--- config.mk ---
export PLATFORM = sky130hd
export DESIGN_NAME = csf_core_sfr
export DESIGN_NICKNAME = d
export VERILOG_FILES = /design/src/csf_pkg.sv /design/src/csf_wdt_if.sv /design/src/csf_watchdog.sv /design/src/csf_core_sfr.sv
export SDC_FILE = /design/constraint.sdc
export NUM_CORES = 1
export LEC_CHECK = 0
export BUFFER_PORTS_ARGS = -buffer_cell sky130_fd_sc_hd__buf_2
export CAP_MARGIN = 10
export CORE_MARGIN = 3
export CORE_UTILIZATION = 55
export DETAILED_ROUTE_END_ITERATION = 10
export GPL_TIMING_DRIVEN = 0
export PLACE_DENSITY = 0.8
export SLEW_MARGIN = 25
export SYNTH_ARGS = -nofsm -noshare
export SYNTH_HDL_FRONTEND = slang
export SYNTH_HIERARCHICAL = 1
export SYNTH_SLANG_ARGS = --single-unit
--- constraint.sdc ---
create_clock -name ref_clk -period 2.9 [get_ports ref_clk]
set_input_delay 0.435 -clock ref_clk [delete_from_list [all_inputs] [get_ports ref_clk]]
set_output_delay 0.435 -clock ref_clk [all_outputs]
set_load 0.005 [all_outputs]
--- src/csf_pkg.sv ---
// Shared constants and types for the core special-function registers
package csf_pkg;
	localparam int DW = 8;
	localparam int PC_W = 12;
	localparam int PM_W = 15;
	localparam int PRE_SEL_W = 3;
	localparam int PRE_W = 7;

	// Data-memory locations
	localparam logic [7:0] A_PC_LOW = 8'h06;
	localparam logic [7:0] A_TBL_PTR = 8'h07;
	localparam logic [7:0] A_TBL_HIGH = 8'h08;
	localparam logic [7:0] A_WD_PRESCALE = 8'h09;
	localparam logic [7:0] A_STAT = 8'h0A;
	localparam logic [7:0] A_IRQ0 = 8'h0B;
	localparam logic [7:0] A_DIRA = 8'h13;
	localparam logic [7:0] A_DIRB = 8'h15;
	localparam logic [7:0] A_DIRC = 8'h17;
	localparam logic [7:0] A_DIRD = 8'h19;
	localparam logic [7:0] A_IRQ1 = 8'h1E;
	localparam logic [7:0] A_IRQM = 8'h1F;

	// Flag register bit positions
	localparam int F_C = 0;
	localparam int F_NIB_WRAP = 1;
	localparam int F_Z = 2;
	localparam int F_SGN_WRAP = 3;
	localparam int F_PWR_DOWN = 4;
	localparam int F_WD_EXPIRY = 5;
	// Global enable sits in bit 0 of the first irq control register
	localparam int F_GIE = 0;
	localparam int NIBBLE = 4;

	localparam logic [7:0] RST_ZERO = 8'h00;
	localparam logic [7:0] RST_DIR = 8'hFF;
	localparam logic [7:0] RST_WD_PRESCALE = 8'h07;
	localparam logic [7:0] UNUSED_RD = 8'h00;

	typedef enum logic [1:0] {
		ALU_ADD = 2'b00,
		ALU_SUB = 2'b01,
		ALU_LOGIC = 2'b10,
		ALU_ROT = 2'b11
	} csf_alu_t;

	typedef enum logic {
		TBL_IDLE = 1'b0,
		TBL_FETCH = 1'b1
	} csf_tbl_t;
endpackage

--- src/csf_wdt_if.sv ---
// Link between the register bank and its watchdog counter
`timescale 1ns/1ps
interface csf_wdt_if;
	logic clear;
	logic [csf_pkg::PRE_SEL_W-1:0] prescale_sel;
	logic timeout;

	modport bank (output clear, output prescale_sel, input timeout);
	modport timer (input clear, input prescale_sel, output timeout);
endinterface

--- src/csf_watchdog.sv ---
// Watchdog prescaler and overflow counter
`timescale 1ns/1ps
module csf_watchdog #(
	parameter int CNT_W = 8
) (
	input wire logic ref_clk,
	input wire logic rst_n,
	input wire logic ce,
	csf_wdt_if.timer wd
);
	logic [csf_pkg::PRE_W-1:0] pre_q;
	logic [csf_pkg::PRE_W-1:0] mask;
	logic [CNT_W-1:0] cnt_q;
	logic tick;

	// Ratio 2**sel: 1 for sel 0, up to 128 for sel 7
	assign mask = csf_pkg::PRE_W'((8'h01 << wd.prescale_sel) - 8'h01);
	assign tick = (pre_q & mask) == mask;

	always_ff @(posedge ref_clk or negedge rst_n) begin
		if (!rst_n) begin
			pre_q <= '0;
		end else if (ce) begin
			pre_q <= wd.clear ? '0 : pre_q + 1'b1;
		end
	end

	always_ff @(posedge ref_clk or negedge rst_n) begin
		if (!rst_n) begin
			cnt_q <= '0;
			wd.timeout <= 1'b0;
		end else if (ce) begin
			wd.timeout <= 1'b0;
			if (wd.clear) begin
				cnt_q <= '0;
			end else if (tick) begin
				cnt_q <= cnt_q + 1'b1;
				wd.timeout <= &cnt_q;
			end
		end
	end

	a_wdt_overflow: assert property (@(posedge ref_clk) disable iff (!rst_n)
		ce && !wd.clear && tick && (&cnt_q) |=> wd.timeout && cnt_q == '0)
		else $error("watchdog overflow gave no timeout");
endmodule

--- src/csf_core_sfr.sv ---
// Core special-function register bank of an 8-bit controller
//
// What this block does
// - Writing the counter low byte jumps within the current program page.
// - A counter low byte write inserts one dummy cycle.
// - Table read fetches word at pointer; high part to table high byte.
// - Watchdog overflow issues a device reset.
// - Low three prescale bits pick watchdog divide ratio 1 to 128.
// - Flag writes never change watchdog expiry or power-down flags.
// - Wrap-out flag: add carry, subtract no-borrow; rotates also update it.
// - Nibble-wrap flag: low nibble carry, or no nibble borrow.
// - Nil-result flag follows a zero or nonzero add, subtract or logic result; rotates leave it.
// - Signed-wrap flag: carry into top bit differs from carry out.
// - Power-down flag: cleared by reset and watchdog clear, set by halt.
// - Expiry flag: cleared by reset, watchdog clear, halt; set on timeout.
// - Irq entry and calls never save the flag register.
// - Each irq source has its own writable enable bit.
// - Global irq enable gates all sources.
// - Irq entry clears global enable; return from irq sets it.
// - Direction bit one makes the pin an input, zero an output.
// - Unused locations read as zero.
`timescale 1ns/1ps
module csf_core_sfr #(
	parameter int WDT_W = 8,
	parameter int IRQ_N = 11
) (
	input wire logic ref_clk,
	input wire logic rst_n,
	input wire logic ce,
	input wire logic [7:0] dm_addr,
	input wire logic dm_wr,
	input wire logic [7:0] dm_wdata,
	input wire logic dm_rd,
	output logic [7:0] dm_rdata_q,
	input wire logic pc_load,
	input wire logic [csf_pkg::PC_W-1:0] pc_load_val,
	input wire logic pc_inc,
	output logic [csf_pkg::PC_W-1:0] pc_q,
	output logic stall_q,
	input wire logic tblrd_req,
	output logic [csf_pkg::PC_W-1:0] pm_addr_q,
	output logic pm_rd_q,
	input wire logic [csf_pkg::PM_W-1:0] pm_data,
	output logic [7:0] tbl_low_q,
	output logic tbl_low_valid_q,
	input wire logic alu_valid,
	input wire csf_pkg::csf_alu_t alu_kind,
	input wire logic [7:0] alu_a,
	input wire logic [7:0] alu_b,
	input wire logic [7:0] alu_result,
	input wire logic rot_carry,
	input wire logic halt,
	input wire logic watchdog_clear_instr,
	input wire logic return_from_irq,
	input wire logic [IRQ_N-1:0] irq_src,
	output logic irq_take_q,
	output logic global_irq_enable_q,
	output logic wdt_reset_q,
	output logic [7:0] port_a_direction_q,
	output logic [7:0] port_b_direction_q,
	output logic [7:0] port_c_direction_q,
	output logic [7:0] port_d_direction_q
);
	// Returns {carry out, nibble carry, signed wrap} of a + b + cin
	function automatic logic [2:0] add_flags(input logic [7:0] a, input logic [7:0] b,
		input logic cin);
		logic [4:0] lo;
		logic [7:0] top;
		logic [8:0] full;
		lo = {1'b0, a[csf_pkg::NIBBLE-1:0]} + {1'b0, b[csf_pkg::NIBBLE-1:0]} + {4'h0, cin};
		top = {1'b0, a[6:0]} + {1'b0, b[6:0]} + {7'h00, cin};
		full = {1'b0, a} + {1'b0, b} + {8'h00, cin};
		add_flags = {full[8], lo[csf_pkg::NIBBLE], top[7] ^ full[8]};
	endfunction
	function automatic logic hit(input logic [7:0] addr, input logic [7:0] loc);
		hit = addr == loc;
	endfunction

	logic [7:0] table_pointer_q;
	logic [6:0] table_high_byte_q;
	logic [7:0] watchdog_prescale_select_q;
	logic [7:1] irq_control_first_q;
	logic [7:0] irq_control_second_q;
	logic [7:0] multi_function_irq_control_q;
	logic carry_q, nibble_wrap_flag_q, nil_flag_q, signed_wrap_flag_q;
	logic powerdown_flag_q, watchdog_expiry_flag_q;
	csf_pkg::csf_tbl_t tbl_q;
	logic [7:0] flags_rd, rd_d;
	logic [IRQ_N-1:0] irq_en;
	logic irq_want;
	logic [2:0] af;
	logic wr_pc_low, wr_stat;

	csf_wdt_if wd ();
	csf_watchdog #(
		.CNT_W(WDT_W)
	) u_wdt (
		.ref_clk(ref_clk),
		.rst_n(rst_n),
		.ce(ce),
		.wd(wd)
	);

	assign wd.clear = ce && watchdog_clear_instr;
	assign wd.prescale_sel = watchdog_prescale_select_q[csf_pkg::PRE_SEL_W-1:0];

	assign wr_pc_low = dm_wr && hit(dm_addr, csf_pkg::A_PC_LOW);
	assign wr_stat = dm_wr && hit(dm_addr, csf_pkg::A_STAT);
	// Subtraction is a + ~b + 1, so carry out means no borrow
	assign af = (alu_kind == csf_pkg::ALU_SUB) ? add_flags(alu_a, ~alu_b, 1'b1)
		: add_flags(alu_a, alu_b, 1'b0);
	// Program counter
	always_ff @(posedge ref_clk or negedge rst_n) begin
		if (!rst_n) begin
			pc_q <= '0;
			stall_q <= 1'b0;
		end else if (ce) begin
			stall_q <= wr_pc_low;
			if (wr_pc_low) begin
				pc_q[7:0] <= dm_wdata;
			end else if (pc_load) begin
				pc_q <= pc_load_val;
			end else if (pc_inc && !stall_q) begin
				pc_q <= pc_q + 1'b1;
			end
		end
	end

	// Plain software registers
	always_ff @(posedge ref_clk or negedge rst_n) begin
		if (!rst_n) begin
			table_pointer_q <= csf_pkg::RST_ZERO;
			watchdog_prescale_select_q <= csf_pkg::RST_WD_PRESCALE;
			irq_control_first_q <= csf_pkg::RST_ZERO[7:1];
			irq_control_second_q <= csf_pkg::RST_ZERO;
			multi_function_irq_control_q <= csf_pkg::RST_ZERO;
			port_a_direction_q <= csf_pkg::RST_DIR;
			port_b_direction_q <= csf_pkg::RST_DIR;
			port_c_direction_q <= csf_pkg::RST_DIR;
			port_d_direction_q <= csf_pkg::RST_DIR;
		end else if (ce && dm_wr) begin
			if (hit(dm_addr, csf_pkg::A_TBL_PTR)) begin
				table_pointer_q <= dm_wdata;
			end
			if (hit(dm_addr, csf_pkg::A_WD_PRESCALE)) begin
				watchdog_prescale_select_q <= dm_wdata;
			end
			if (hit(dm_addr, csf_pkg::A_IRQ0)) begin
				irq_control_first_q <= dm_wdata[7:1];
			end
			if (hit(dm_addr, csf_pkg::A_IRQ1)) begin
				irq_control_second_q <= dm_wdata;
			end
			if (hit(dm_addr, csf_pkg::A_IRQM)) begin
				multi_function_irq_control_q <= dm_wdata;
			end
			// A one bit releases the pin driver; change is allowed at any time
			if (hit(dm_addr, csf_pkg::A_DIRA)) begin
				port_a_direction_q <= dm_wdata;
			end
			if (hit(dm_addr, csf_pkg::A_DIRB)) begin
				port_b_direction_q <= dm_wdata;
			end
			if (hit(dm_addr, csf_pkg::A_DIRC)) begin
				port_c_direction_q <= dm_wdata;
			end
			if (hit(dm_addr, csf_pkg::A_DIRD)) begin
				port_d_direction_q <= dm_wdata;
			end
		end
	end

	// Table read: one cycle to present the address, data captured the next
	always_ff @(posedge ref_clk or negedge rst_n) begin
		if (!rst_n) begin
			tbl_q <= csf_pkg::TBL_IDLE;
			pm_addr_q <= '0;
			pm_rd_q <= 1'b0;
			table_high_byte_q <= '0;
			tbl_low_q <= csf_pkg::RST_ZERO;
			tbl_low_valid_q <= 1'b0;
		end else if (ce) begin
			tbl_low_valid_q <= 1'b0;
			unique case (tbl_q)
				csf_pkg::TBL_IDLE: begin
					if (tblrd_req) begin
						pm_addr_q <= {pc_q[csf_pkg::PC_W-1:8], table_pointer_q};
						pm_rd_q <= 1'b1;
						tbl_q <= csf_pkg::TBL_FETCH;
					end
				end
				csf_pkg::TBL_FETCH: begin
					table_high_byte_q <= pm_data[csf_pkg::PM_W-1:8];
					tbl_low_q <= pm_data[7:0];
					tbl_low_valid_q <= 1'b1;
					pm_rd_q <= 1'b0;
					tbl_q <= csf_pkg::TBL_IDLE;
				end
			endcase
		end
	end

	// Arithmetic flags; an ALU update in the same cycle beats a software write.
	// Irq entry and calls have no path into these flops.
	always_ff @(posedge ref_clk or negedge rst_n) begin
		if (!rst_n) begin
			carry_q <= 1'b0;
			nibble_wrap_flag_q <= 1'b0;
			nil_flag_q <= 1'b0;
			signed_wrap_flag_q <= 1'b0;
		end else if (ce) begin
			if (alu_valid) begin
				unique case (alu_kind)
					csf_pkg::ALU_ADD, csf_pkg::ALU_SUB: begin
						carry_q <= af[2];
						nibble_wrap_flag_q <= af[1];
						signed_wrap_flag_q <= af[0];
						nil_flag_q <= alu_result == '0;
					end
					csf_pkg::ALU_LOGIC: begin
						nil_flag_q <= alu_result == '0;
					end
					csf_pkg::ALU_ROT: begin
						carry_q <= rot_carry;
					end
				endcase
			end else if (wr_stat) begin
				carry_q <= dm_wdata[csf_pkg::F_C];
				nibble_wrap_flag_q <= dm_wdata[csf_pkg::F_NIB_WRAP];
				nil_flag_q <= dm_wdata[csf_pkg::F_Z];
				signed_wrap_flag_q <= dm_wdata[csf_pkg::F_SGN_WRAP];
			end
		end
	end

	// System flags ignore data writes; a setting event beats a clear
	always_ff @(posedge ref_clk or negedge rst_n) begin
		if (!rst_n) begin
			powerdown_flag_q <= 1'b0;
			watchdog_expiry_flag_q <= 1'b0;
		end else if (ce) begin
			if (halt) begin
				powerdown_flag_q <= 1'b1;
			end else if (watchdog_clear_instr) begin
				powerdown_flag_q <= 1'b0;
			end
			if (wd.timeout) begin
				watchdog_expiry_flag_q <= 1'b1;
			end else if (watchdog_clear_instr || halt) begin
				watchdog_expiry_flag_q <= 1'b0;
			end
		end
	end

	// The timeout pulse is registered once more so every output is a flop
	always_ff @(posedge ref_clk or negedge rst_n) begin
		if (!rst_n) begin
			wdt_reset_q <= 1'b0;
		end else if (ce) begin
			wdt_reset_q <= wd.timeout;
		end
	end
	// Interrupt entry
	assign irq_en = IRQ_N'({multi_function_irq_control_q[3:0], irq_control_second_q[3:0],
		irq_control_first_q[3:1]});
	assign irq_want = global_irq_enable_q && |(irq_src & irq_en);
	always_ff @(posedge ref_clk or negedge rst_n) begin
		if (!rst_n) begin
			global_irq_enable_q <= 1'b0;
			irq_take_q <= 1'b0;
		end else if (ce) begin
			irq_take_q <= irq_want && !irq_take_q;
			if (irq_want && !irq_take_q) begin
				global_irq_enable_q <= 1'b0;
			end else if (return_from_irq) begin
				global_irq_enable_q <= 1'b1;
			end else if (dm_wr && hit(dm_addr, csf_pkg::A_IRQ0)) begin
				global_irq_enable_q <= dm_wdata[csf_pkg::F_GIE];
			end
		end
	end

	// Read path
	always_comb begin
		flags_rd = csf_pkg::RST_ZERO;
		flags_rd[csf_pkg::F_C] = carry_q;
		flags_rd[csf_pkg::F_NIB_WRAP] = nibble_wrap_flag_q;
		flags_rd[csf_pkg::F_Z] = nil_flag_q;
		flags_rd[csf_pkg::F_SGN_WRAP] = signed_wrap_flag_q;
		flags_rd[csf_pkg::F_PWR_DOWN] = powerdown_flag_q;
		flags_rd[csf_pkg::F_WD_EXPIRY] = watchdog_expiry_flag_q;
	end
	always_comb begin
		unique case (dm_addr)
			csf_pkg::A_PC_LOW: rd_d = pc_q[7:0];
			csf_pkg::A_TBL_PTR: rd_d = table_pointer_q;
			csf_pkg::A_TBL_HIGH: rd_d = {1'b0, table_high_byte_q};
			csf_pkg::A_WD_PRESCALE: rd_d = watchdog_prescale_select_q;
			csf_pkg::A_STAT: rd_d = flags_rd;
			csf_pkg::A_IRQ0: rd_d = {irq_control_first_q, global_irq_enable_q};
			csf_pkg::A_IRQ1: rd_d = irq_control_second_q;
			csf_pkg::A_IRQM: rd_d = multi_function_irq_control_q;
			csf_pkg::A_DIRA: rd_d = port_a_direction_q;
			csf_pkg::A_DIRB: rd_d = port_b_direction_q;
			csf_pkg::A_DIRC: rd_d = port_c_direction_q;
			csf_pkg::A_DIRD: rd_d = port_d_direction_q;
			default: rd_d = csf_pkg::UNUSED_RD;
		endcase
	end
	always_ff @(posedge ref_clk or negedge rst_n) begin
		if (!rst_n) begin
			dm_rdata_q <= csf_pkg::RST_ZERO;
		end else if (ce && dm_rd) begin
			dm_rdata_q <= rd_d;
		end
	end
	a_low_byte_jump: assert property (@(posedge ref_clk) disable iff (!rst_n)
		ce && wr_pc_low |=> pc_q == {$past(pc_q[csf_pkg::PC_W-1:8]), $past(dm_wdata)})
		else $error("low byte write did not jump in page");
	a_low_byte_dummy: assert property (@(posedge ref_clk) disable iff (!rst_n)
		ce && wr_pc_low ##1 ce && !wr_pc_low && !pc_load |-> stall_q ##1 pc_q == $past(pc_q))
		else $error("no dummy cycle after low byte write");
	a_table_fetch: assert property (@(posedge ref_clk) disable iff (!rst_n)
		ce && tbl_q == csf_pkg::TBL_IDLE && tblrd_req ##1 ce |=>
		tbl_low_valid_q && table_high_byte_q == $past(pm_data[csf_pkg::PM_W-1:8]))
		else $error("table read result missing");
	a_wdt_reset_out: assert property (@(posedge ref_clk) disable iff (!rst_n)
		ce && wd.timeout |=> wdt_reset_q && watchdog_expiry_flag_q)
		else $error("timeout did not reset or flag");
	a_flag_write_guard: assert property (@(posedge ref_clk) disable iff (!rst_n)
		ce && wr_stat && !halt && !watchdog_clear_instr && !wd.timeout |=>
		$stable(powerdown_flag_q) && $stable(watchdog_expiry_flag_q))
		else $error("flag write touched system flags");
	a_carry_add: assert property (@(posedge ref_clk) disable iff (!rst_n)
		ce && alu_valid && alu_kind == csf_pkg::ALU_ADD |=>
		carry_q == $past(({1'b0, alu_a} + {1'b0, alu_b}) > 9'h0FF))
		else $error("carry flag wrong after add");
	a_nibble_sub: assert property (@(posedge ref_clk) disable iff (!rst_n)
		ce && alu_valid && alu_kind == csf_pkg::ALU_SUB |=>
		nibble_wrap_flag_q == $past(alu_a[3:0] >= alu_b[3:0]))
		else $error("nibble flag wrong after subtract");
	a_nil_result: assert property (@(posedge ref_clk) disable iff (!rst_n)
		ce && alu_valid && alu_kind != csf_pkg::ALU_ROT |=>
		nil_flag_q == ($past(alu_result) == 8'h00))
		else $error("nil flag wrong");
	a_signed_add: assert property (@(posedge ref_clk) disable iff (!rst_n)
		ce && alu_valid && alu_kind == csf_pkg::ALU_ADD |=> signed_wrap_flag_q ==
		$past((alu_a[7] == alu_b[7]) && ((alu_a + alu_b) >> 7 != {7'h00, alu_a[7]})))
		else $error("signed wrap flag wrong");
	a_pdf_halt_clr: assert property (@(posedge ref_clk) disable iff (!rst_n)
		ce && (halt || watchdog_clear_instr) |=> powerdown_flag_q == $past(halt))
		else $error("power-down flag wrong");
	a_expiry_clear: assert property (@(posedge ref_clk) disable iff (!rst_n)
		ce && (halt || watchdog_clear_instr) && !wd.timeout |=> !watchdog_expiry_flag_q)
		else $error("expiry flag not cleared");
	a_irq_gated: assert property (@(posedge ref_clk) disable iff (!rst_n)
		$rose(irq_take_q) |-> !global_irq_enable_q && $past(global_irq_enable_q))
		else $error("irq taken without global enable");
	a_return_from_irq_enable: assert property (@(posedge ref_clk) disable iff (!rst_n)
		ce && return_from_irq && !irq_want |=> global_irq_enable_q)
		else $error("return did not re-enable");
	a_unused_zero: assert property (@(posedge ref_clk) disable iff (!rst_n)
		ce && dm_rd && dm_addr > csf_pkg::A_IRQM |=> dm_rdata_q == 8'h00)
		else $error("unused location read nonzero");
endmodule

==> metrics.md, run 1 <==
| Metric | Value |
|---|---|
| Synth unique cells | `74` |
| TritonCTS Buffers | `17` |
| # setup viols final | `0` |
| Run status | `finished, final reports clean` |
| Global-route wire length before repair | `36400 µm` |
| I/O pin count | `171` |
| Syn_area_per_cell | `10.8 µm²` |
| GRT overflow | `0` |
| Clock buffer depth | `2` |
| Htree depth | `4` |
| CP Data Required Time | `3.22 ns` |
| Clock slew at reported path FFs | `0.06 ns` |
| Fmax | `0.378 GHz` |
| Final nets | `1028` |
| Skew final | `0.0112 ns` |
| Period minus WS final | `2.64 ns` |
| CTS tree | `built` |
| Total power | `0.00531 W` |
| Initial antenna violation count | `0` |
| RePlAce Congestion | `0.971` |
| Clock Sink Count | `147` |
| CP startpoint kind | `register` |
| Worst min path class | `primary input to asynchronous set/reset pin` |
| Area of the multi-input gates | `3910 µm²` |
| Vias/cell | `6.23` |
| Vias in the first global route | `6626` |
| Post-CTS setup buffers | `0` |
| Post-Syn Area | `7940 µm²` |
| Fraction of registers with async set/reset | `100%` |
| Row cnt | `43` |
| Synth Flop Type | `dfrtp_1` |
| Chip Height | `126 µm` |
| RSZ-0062 raised after global routing | `no` |
| FILL cells | `1115` |
| Via count | `6916` |
| Initial Util | `56.8%` |
| Initial DRC Count | `697` |
| DIE AREA | `15900 µm²` |
| Drt drc | `0` |
| Worst-margin pin slew | `0.876 ns` |
| Most frequent cells in the layout | `164 x buf_2, 112 x dfrtp_1, 102 x mux2_2` |
| WL/cell | `21.0 µm` |
| Data arrival, critical path | `2.96 ns` |
| Die width | `126 µm` |
| Commonest non-fill, non-tap cell in the layout | `buf_2` |
| Clk_lat worst skew | `0.43 ns` |
| Final hold vios | `0` |
| Syn-to-layout area delta | `20.4%` |
| IR drop worst, VDD | `417 µV` |
| EDFF count, synth | `0` |
| Sequential share of the synthesized area | `46.9%` |
| Final Slew Violations | `0` |
| Synth warn | `6` |
| HPWL Detailed | `16600 µm` |
| Final wirelength | `23400 µm` |
| Yosys reg bits | `147` |
| Synthesized Nets | `847` |
| Overall Global Routing Usage | `29.4%` |
| Cells after DPL | `1078` |
| Finished Cell Area | `9560 µm²` |
| Final Cycle Share | `91.1%` |
| Final std cells w/o fill | `1110` |
| Register area | `3720 µm²` |
| Number of max-cap violations | `0` |
| Core area | `14000 µm²` |
| Number of routed nets with antenna violations | `0` |
| Pin count of the biggest net entering global routing | `87` |
| Ant. Diodes | `0` |
| Mapped Cells | `736` |
| Leak Pwr | `4.44 nW` |
| Number of port buffers | `161` |
| Pre-Repair DR Iteration Count | `8` |
| Dpl cell area | `9010 µm²` |
| Slew Limit Headroom | `41.3%` |
| Worst Setup Path Type | `register to register` |
| Crit Path Max Fanout | `10` |
| Final core occ | `68.4%` |
| Clk root buf | `clkbuf_16` |
| CP endpoint kind | `register` |
| PD cells | `555 nW/µm²` |
| Layout cells sized above 1 | `39.1%` |
[cell usage after synthesis, types with 5 or more instances]
master | n | area, µm²
dfrtp_1 | 112 | 2800
mux2_2 | 102 | 1150
nand2_1 | 78 | 293
o21ai_0 | 45 | 225
dfstp_2 | 35 | 920
a21oi_1 | 31 | 155
inv_1 | 25 | 93.8
clkbuf_1 | 22 | 82.6
nand3_1 | 20 | 100
ha_1 | 18 | 225
nor2_1 | 18 | 67.6
a22oi_1 | 17 | 128
nand4_1 | 16 | 100
mux2i_1 | 11 | 110
nor3_1 | 10 | 50.1
a31oi_1 | 9 | 56.3
or3_1 | 9 | 56.3
a32oi_1 | 8 | 70.1
and2_1 | 8 | 50.1
a221oi_1 | 7 | 61.3
nor2b_1 | 7 | 43.8
a221o_1 | 6 | 60.1
and3_1 | 6 | 37.5
nand2b_1 | 6 | 37.5
xnor2_1 | 6 | 52.6
a222oi_1 | 5 | 50.1
a22o_1 | 5 | 43.8
buf_1 | 5 | 18.8
buf_4 | 5 | 37.5
buf_6 | 5 | 56.3
o211ai_1 | 5 | 37.5
[state kept, by name, indices dropped and copies added, names as in the netlist, 7 cells and up]
| signal | cells |
|---|---|
| pc_q | 12 |
| pm_addr_q | 12 |
| dm_rdata_q | 8 |
| irq_control_second_q | 8 |
| multi_function_irq_control_q | 8 |
| port_a_direction_q | 8 |
| port_b_direction_q | 8 |
| port_c_direction_q | 8 |
| port_d_direction_q | 8 |
| table_pointer_q | 8 |
| tbl_low_q | 8 |
| u_wdt/cnt_q | 8 |
| watchdog_prescale_select_q | 8 |
| irq_control_first_q | 7 |
| table_high_byte_q | 7 |
| u_wdt/pre_q | 7 |
[final cells by class]
| class | instances | area share [%] |
|---|---|---|
| timing repair buffer | 162 | 8.82 |
| clock buffer | 19 | 4.74 |
| tap | 180 | 2.35 |
| inverter | 26 | 1.02 |
| clock inverter | 13 | 0.903 |
| multi-input combinational | 521 | 40.8 |
| buffer | 42 | 2.41 |
| sequential | 147 | 38.9 |
[repair_timing]
action | CTS | global route
resized for setup | 0 | 2
setup endpoints to repair | 0 | 5
hold buffers | 0 | 0
[cells by family (layout without fill, tap and decap cells)]
group                      Yosys count  in the layout  synth area share [%]
AOI/OAI and AO/OA                  169            169                  14.3
adders and majority gates           18             18                  2.84
muxes                              115            115                  16.2
xor gates and xnor gates             8              8                 0.882
buffers and inverters               68            262                  4.13
and+or+nand+nor                    211            211                  14.8
DFF                                147            147                  46.9
[routing by layer]
metal / routed length (µm) / vias up / track usage (%)
met5: 0 / - / 0
met4: 703 / 0 / 10.5
met3: 2110 / 59 / 7.34
met2: 10800 / 387 / 44.8
met1: 9780 / 3368 / 41.0
li1: - / 3102 / -
[report_power, final]
| part | total (W) | leakage, nW | switching (W) | internal [W] |
|---|---|---|---|---|
| Sequential | 0.00247 | 1.82 | 0.000207 | 0.00226 |
| Combinational | 0.000833 | 2.35 | 0.000445 | 0.000388 |
| Clock | 0.00201 | 0.261 | 0.000878 | 0.00113 |
[stage by stage]
step	TNS, ns	hold WS, ns	setup slack, ns
6_report	0	0.0104	0.257
5_1_grt	0	0.0560	0.0677
4_1_cts	0	0.0299	0.109
3_5_place_dp	0	0.456	0.153
3_3_place_gp	-74.01	0.454	-0.680
2_1_floorplan	0	0.139	0.493
[final timing paths]
| path | from | to | depth (start not counted) | slack (ns) |
|---|---|---|---|---|
| max | watchdog_prescale_select_q[2]$_DFFE_PN1P_ | u_wdt/wd.timeout$_DFFE_PN0P_ | 9 | 0.26 |
| min | rst_n | pc_q[8]$_DFFE_PN0P_ | 1 | 0.01 |
| max reg2reg | watchdog_prescale_select_q[2]$_DFFE_PN1P_ | u_wdt/wd.timeout$_DFFE_PN0P_ | 9 | 0.26 |
| min reg2reg | tbl_q$_DFFE_PN0P_ | pm_rd_q$_DFFE_PN0P_ | 1 | 0.46 |
| max in group asynchronous | rst_n | port_d_direction_q[0]$_DFFE_PN1P_ | 2 | 2.10 |
| min in group ref_clk | pm_data[3] | tbl_low_q[3]$_DFFE_PN0P_ | 2 | 0.23 |
[critical path, cell delays in order (launching register included)]
cell and delay, ns:
dfstp_2 0.39, buf_6 0.13, or3_1 0.37, ha_1 0.29, nor3b_1 0.23, a21oi_1 0.08
o311ai_2 0.39, buf_2 0.28, nor2_1 0.11, a32o_1 0.25
Power figures use the tool's default switching activity.
==> run 2: changes to the inputs <==
clock period = 3.35 ns   (was 2.9 ns; I/O delays follow)
==> metrics.md, run 2 (synthesis results as in run 1) <==
| Metric | Value |
|---|---|
| Number of routed nets with antenna violations | `0 (unchanged)` |
| Overall Global Routing Usage | `29.4% (unchanged)` |
| Ant. Diodes | `0 (unchanged)` |
| Leak Pwr | `4.43 nW (about the same)` |
| Most frequent cells in the layout | `164 x buf_2, 112 x dfrtp_1, 102 x mux2_2` |
| Vias/cell | `6.26 (+0.53%)` |
| Total power | `0.00460 W (-13%)` |
| Via count | `6953 (+0.53%)` |
| Initial antenna violation count | `0 (unchanged)` |
| Initial Util | `56.8% (unchanged)` |
| Clk_lat worst skew | `0.42 ns (about the same)` |
| Vias in the first global route | `6626 (unchanged)` |
| Sequential share of power | `46.5% (about the same)` |
| Final hold vios | `0 (unchanged)` |
| Final nets | `1028 (unchanged)` |
| Number of port buffers | `161 (unchanged)` |
| CP Data Required Time | `3.66 ns (+0.44 ns)` |
| Comb power frac | `15.6% (about the same)` |
| Pin count of the biggest net entering global routing | `87 (unchanged)` |
| TritonCTS Buffers | `17 (unchanged)` |
| Final std cells w/o fill | `1110 (unchanged)` |
| P_sw | `0.00132 W (-14%)` |
| Cells after DPL | `1078 (unchanged)` |
| Drt drc | `0 (unchanged)` |
| Number of max-cap violations | `0 (unchanged)` |
| Pre-Repair DR Iteration Count | `8 (unchanged)` |
| Power Internal | `0.00327 W (-13%)` |
| WL/cell | `21.1 µm (about the same)` |
| Die width | `126 µm (unchanged)` |
| GRT overflow | `0 (unchanged)` |
| Final WS setup | `0.495 ns (+0.237 ns)` |
| Worst-margin pin slew | `0.879 ns (+0.00321 ns)` |
| Worst min path class | `primary input to asynchronous set/reset pin` |
| Clock slew at reported path FFs | `0.06 ns (about the same)` |
| Run status | `finished, final reports clean` |
| Post-CTS setup buffers | `0 (unchanged)` |
| Final Slew Violations | `0 (unchanged)` |
| Post-CTS Hold Fix Bufs | `0 (unchanged)` |
| Layout cells sized above 1 | `38.9% (-0.22 points)` |
| Final Cycle Share | `85.2% (-5.9 points)` |
| Data arrival, critical path | `3.17 ns (+0.21 ns)` |
| Worst Setup Path Type | `register to register` |
| Core area | `14000 µm² (unchanged)` |
| Metal-1 WL | `9840 µm (+0.60%)` |
| Clk root buf | `clkbuf_16` |
| Commonest non-fill, non-tap cell in the layout | `buf_2` |
| Crit Path Max Fanout | `10 (unchanged)` |
| Global-route wire length before repair | `36400 µm (unchanged)` |
| Clk pwr share | `37.9% (about the same)` |
| Final core occ | `68.3% (-0.089 points)` |
| RSZ-0062 raised after global routing | `no` |
| HPWL Detailed | `16600 µm (unchanged)` |
| Top Metal Used | `met4` |
| Initial DRC Count | `717 (+2.9%)` |
| Period minus WS final | `2.86 ns (+0.213 ns)` |
| Syn-to-layout area delta | `20.2%` |
| WL met3 | `2100 µm (-0.14%)` |
| CTS tree | `built` |
| Final wirelength | `23400 µm (about the same)` |
| Clock Sink Count | `147 (unchanged)` |
| CP startpoint kind | `register` |
| Met2 wire len | `10700 µm (-0.54%)` |
| Clock buffer depth | `2 (unchanged)` |
| # setup viols final | `0 (unchanged)` |
| I/O pin count | `171 (unchanged)` |
| Row cnt | `43 (unchanged)` |
| CP endpoint kind | `register` |
| RePlAce Congestion | `0.971 (unchanged)` |
| Switching Fraction | `28.8% (about the same)` |
| Slew Limit Headroom | `41.1% (-0.22 points)` |
| # resized after CTS | `0 (unchanged)` |
| Fmax | `0.350 GHz (-7.4%)` |
| Htree depth | `4 (unchanged)` |
| PD cells | `481 nW/µm² (-13%)` |
| Worst Setup Slack post-DPL | `0.579 ns (+0.426 ns)` |
| DIE AREA | `15900 µm² (unchanged)` |
| Chip Height | `126 µm (unchanged)` |
| Registers with the most flip-flops | `pc_q (12), pm_addr_q (12)` |
| Skew final | `0.00749 ns (-0.00373 ns)` |
| IR drop worst, VDD | `360 µV (-14%)` |
run 2: per-layer routing:
metal | vias up | track usage (%)
met5 | - | 0
met3 | 66 | 7.34
met1 | 3389 | 41.0
met2 | 392 | 44.8
met4 | 0 | 10.5
li1 | 3106 | -
run 2: power by group through the flow:
stage          Sequential, W  Combinational [W]  Clock (W)
6_report             0.00214           0.000718    0.00174
5_1_grt              0.00216           0.000795    0.00183
4_1_cts              0.00213           0.000717    0.00175
3_5_place_dp         0.00216           0.000712          0
3_3_place_gp         0.00215           0.000682          0
2_1_floorplan        0.00211           0.000402          0
run 2: cell type report:
type | count | area, µm²
clock inverters | 13 | 86.3
plain buffers | 42 | 230
repair buffers | 162 | 843
inverters | 26 | 97.6
clock buffers | 19 | 453
fillers | 1117 | 4440
multi-input cells | 521 | 3890
well taps | 180 | 225
flip-flops and latches | 147 | 3720
run 2: path summary, 6_finish.rpt:
path / from / end / slack [ns] / cells past startpoint
hold / removal: rst_n / pc_q[8]$_DFFE_PN0P_ / 0.07 / 1
max in group asynchronous: rst_n / port_d_direction_q[0]$_DFFE_PN1P_ / 2.48 / 2
min in group ref_clk: pm_data[3] / tbl_low_q[3]$_DFFE_PN0P_ / 0.30 / 2
setup reg to reg: watchdog_prescale_select_q[2]$_DFFE_PN1P_ / u_wdt/wd.timeout$_DFFE_PN0P_ / 0.49 / 9
setup / recovery: watchdog_prescale_select_q[2]$_DFFE_PN1P_ / u_wdt/wd.timeout$_DFFE_PN0P_ / 0.49 / 9
hold reg to reg: tbl_q$_DFFE_PN0P_ / pm_rd_q$_DFFE_PN0P_ / 0.46 / 1
run 2: critical path: stages, from the launching register on:
cell,delay (ns)
dfstp_2,0.39
buf_6,0.13
or3_1,0.37
ha_1,0.29
nor3b_1,0.24
a21oi_1,0.07
o311ai_1,0.58
buf_2,0.32
nor2_1,0.11
a32o_1,0.25
run 2: metrics by stage:
step                      instance area [µm²]  TNS, ns  hold slack [ns]
final                                    9550        0           0.0749
after global routing                     9550        0            0.124
after CTS                                9550        0           0.0974
after detailed placement                 9010        0            0.456
after global placement                   8970   -31.17            0.454
after floorplan                          7940        0            0.207
==> run 3: changes to the inputs <==
HOLD_SLACK_MARGIN = 0.12   (was default)
==> metrics.md, run 3 (synthesis results as in run 1) <==
| Metric | Value |
|---|---|
| Run status | `finished, final reports clean` |
| Chip Height | `126 µm (unchanged)` |
| Htree depth | `4 (unchanged)` |
| Data arrival, critical path | `3.17 ns (about the same)` |
| Pre-Repair DR Iteration Count | `5 (-3)` |
| CP max stage delay | `0.58 ns (about the same)` |
| Final wirelength | `23300 µm (-0.41%)` |
| WL/cell | `20.9 µm (-0.50%)` |
| Leak Pwr | `4.44 nW (about the same)` |
| Commonest non-fill, non-tap cell in the layout | `buf_2` |
| Period minus WS final | `2.86 ns (+0.000961 ns)` |
| I/O pin count | `171 (unchanged)` |
| Final Cycle Share | `85.3% (about the same)` |
| HPWL Detailed | `16600 µm (unchanged)` |
| Initial DRC Count | `693 (-3.3%)` |
| Clock Sink Count | `147 (unchanged)` |
| Fmax | `0.350 GHz (about the same)` |
| Total power | `0.00459 W (about the same)` |
| Power Internal | `0.00327 W (about the same)` |
| # setup viols final | `0 (unchanged)` |
| Worst-margin pin slew | `0.877 ns (-0.00215 ns)` |
| Pin count of the biggest net entering global routing | `87 (unchanged)` |
| Reg2reg path depth | `9 (unchanged)` |
| Registers with the most flip-flops | `pc_q (12), pm_addr_q (12)` |
| TritonCTS Buffers | `17 (unchanged)` |
| Final core occ | `68.4% (+0.072 points)` |
| CP endpoint kind | `register` |
| Final Slew Violations | `0 (unchanged)` |
| DIE AREA | `15900 µm² (unchanged)` |
| Vias in the first global route | `6626 (unchanged)` |
| Worst Setup Path Type | `register to register` |
| # resized after CTS | `0 (unchanged)` |
| CP cell instances | `buf_6 > or3_1 > ha_1 > nor3b_1 > a21oi_1 > o311ai_1 > buf_2 > nor2_1 > a32o_1` |
| Final hold vios | `0 (unchanged)` |
| Sequential share of power | `46.5% (about the same)` |
| Number of port buffers | `161 (unchanged)` |
| Final WS setup | `0.494 ns (-0.000961 ns)` |
| Vias/cell | `6.23 (-0.58%)` |
| Initial Util | `56.8% (unchanged)` |
| CTS tree | `built` |
| Number of max-cap violations | `0 (unchanged)` |
| Clk root buf | `clkbuf_16` |
| Row cnt | `43 (unchanged)` |
| Global-route wire length before repair | `36400 µm (unchanged)` |
| RePlAce Congestion | `0.971 (unchanged)` |
| Worst min path class | `primary input to register` |
| Switching Fraction | `28.7% (-0.082 points)` |
| Core area | `14000 µm² (unchanged)` |
| Syn-to-layout area delta | `20.4%` |
| RSZ-0062 raised after global routing | `no` |
| FILL cells | `1116 (-0.090%)` |
| GRT overflow | `0 (unchanged)` |
| Number of routed nets with antenna violations | `0 (unchanged)` |
| Via count | `6919 (-0.49%)` |
| Crit Path Max Fanout | `10 (unchanged)` |
| Clock buffer depth | `2 (unchanged)` |
| Ant. Diodes | `0 (unchanged)` |
| Die width | `126 µm (unchanged)` |
| PD cells | `480 nW/µm² (-0.19%)` |
| Slowest-stage cell, CP | `o311ai_1` |
| Clock slew at reported path FFs | `0.06 ns (about the same)` |
| Layout cells sized above 1 | `38.9% (-0.042 points)` |
| Initial antenna violation count | `0 (unchanged)` |
| Most frequent cells in the layout | `164 x buf_2, 112 x dfrtp_1, 102 x mux2_2` |
| Final nets | `1029 (+0.097%)` |
| Comb power frac | `15.6% (about the same)` |
| P_sw | `0.00132 W (-0.37%)` |
| Overall Global Routing Usage | `29.4% (unchanged)` |
| Slew Limit Headroom | `41.2% (+0.14 points)` |
| Drt drc | `0 (unchanged)` |
| Skew final | `0.00849 ns (+0.00101 ns)` |
| IR drop worst, VDD | `357 µV (-1.0%)` |
| Hold path depth | `2` |
| Clk pwr share | `37.8% (about the same)` |
| CP Data Required Time | `3.66 ns (about the same)` |
| Worst Setup Slack post-DPL | `0.579 ns (unchanged)` |
| Clk_lat worst skew | `0.42 ns (about the same)` |
| CP startpoint kind | `register` |
-- run 3: worst paths after layout --
kind,start,to,slack (ns)
min in group asynchronous,rst_n,pc_q[8]$_DFFE_PN0P_,0.67
setup reg to reg,watchdog_prescale_select_q[2]$_DFFE_PN1P_,u_wdt/wd.timeout$_DFFE_PN0P_,0.49
hold / removal,pm_data[3],tbl_low_q[3]$_DFFE_PN0P_,0.31
hold reg to reg,tbl_q$_DFFE_PN0P_,pm_rd_q$_DFFE_PN0P_,0.46
max in group asynchronous,rst_n,port_d_direction_q[7]$_DFFE_PN1P_,1.89
setup / recovery,watchdog_prescale_select_q[2]$_DFFE_PN1P_,u_wdt/wd.timeout$_DFFE_PN0P_,0.49
-- run 3: cell type report --
class                   instances  area [µm²]  area share [%]
multi-input cells             521        3890            40.7
plain buffers                  42         230            2.41
clock inverters                13        86.3           0.903
well taps                     180         225            2.36
clock buffers                  19         453            4.74
repair buffers                163         853            8.92
inverters                      26        97.6            1.02
flip-flops and latches        147        3720            38.9
-- run 3: power by group through the flow --
stage	Combinational [W]	Sequential (W)	Clock [W]
6_report	0.000718	0.00214	0.00174
5_1_grt	0.000797	0.00216	0.00183
4_1_cts	0.000718	0.00213	0.00175
3_5_place_dp	0.000712	0.00216	0
3_3_place_gp	0.000682	0.00215	0
2_1_floorplan	0.000402	0.00211	0
-- run 3: layer usage --
| metal | up-vias | GRT usage [%] | wire length (µm) |
|---|---|---|---|
| met3 | 48 | 7.34 | 2090 |
| met4 | 0 | 10.5 | 636 |
| met5 | - | 0 | 0 |
| met1 | 3381 | 41.0 | 9760 |
| met2 | 382 | 44.8 | 10800 |
| li1 | 3108 | - | - |
-- run 3: repair_timing --
action / in CTS / in global routing
buffers inserted: 0 / 0
hold buffers: 1 / 0
endpoints found under the hold margin: 70 / 0
-- run 3: critical path, delay by kind of cell, from the launching register on --
kind	cells	cell delay (ns)
flip-flops	1	0.39
AO/OA/AOI/OAI	3	0.90
adder cells (fa/ha/maj)	1	0.29
buffers and inverters	2	0.45
AND/OR/NAND/NOR	3	0.72
-- run 3: stage by stage --
step / setup TNS (ns) / hold slack [ns] / instance area [µm²] / instances
2_1_floorplan: 0 / 0.207 / 7940 / 736
3_3_place_gp: -31.17 / 0.454 / 8970 / 1077
3_5_place_dp: 0 / 0.456 / 9010 / 1078
4_1_cts: 0 / 0.296 / 9560 / 1111
5_1_grt: 0 / 0.299 / 9560 / 1111
6_report: 0 / 0.306 / 9560 / 1111
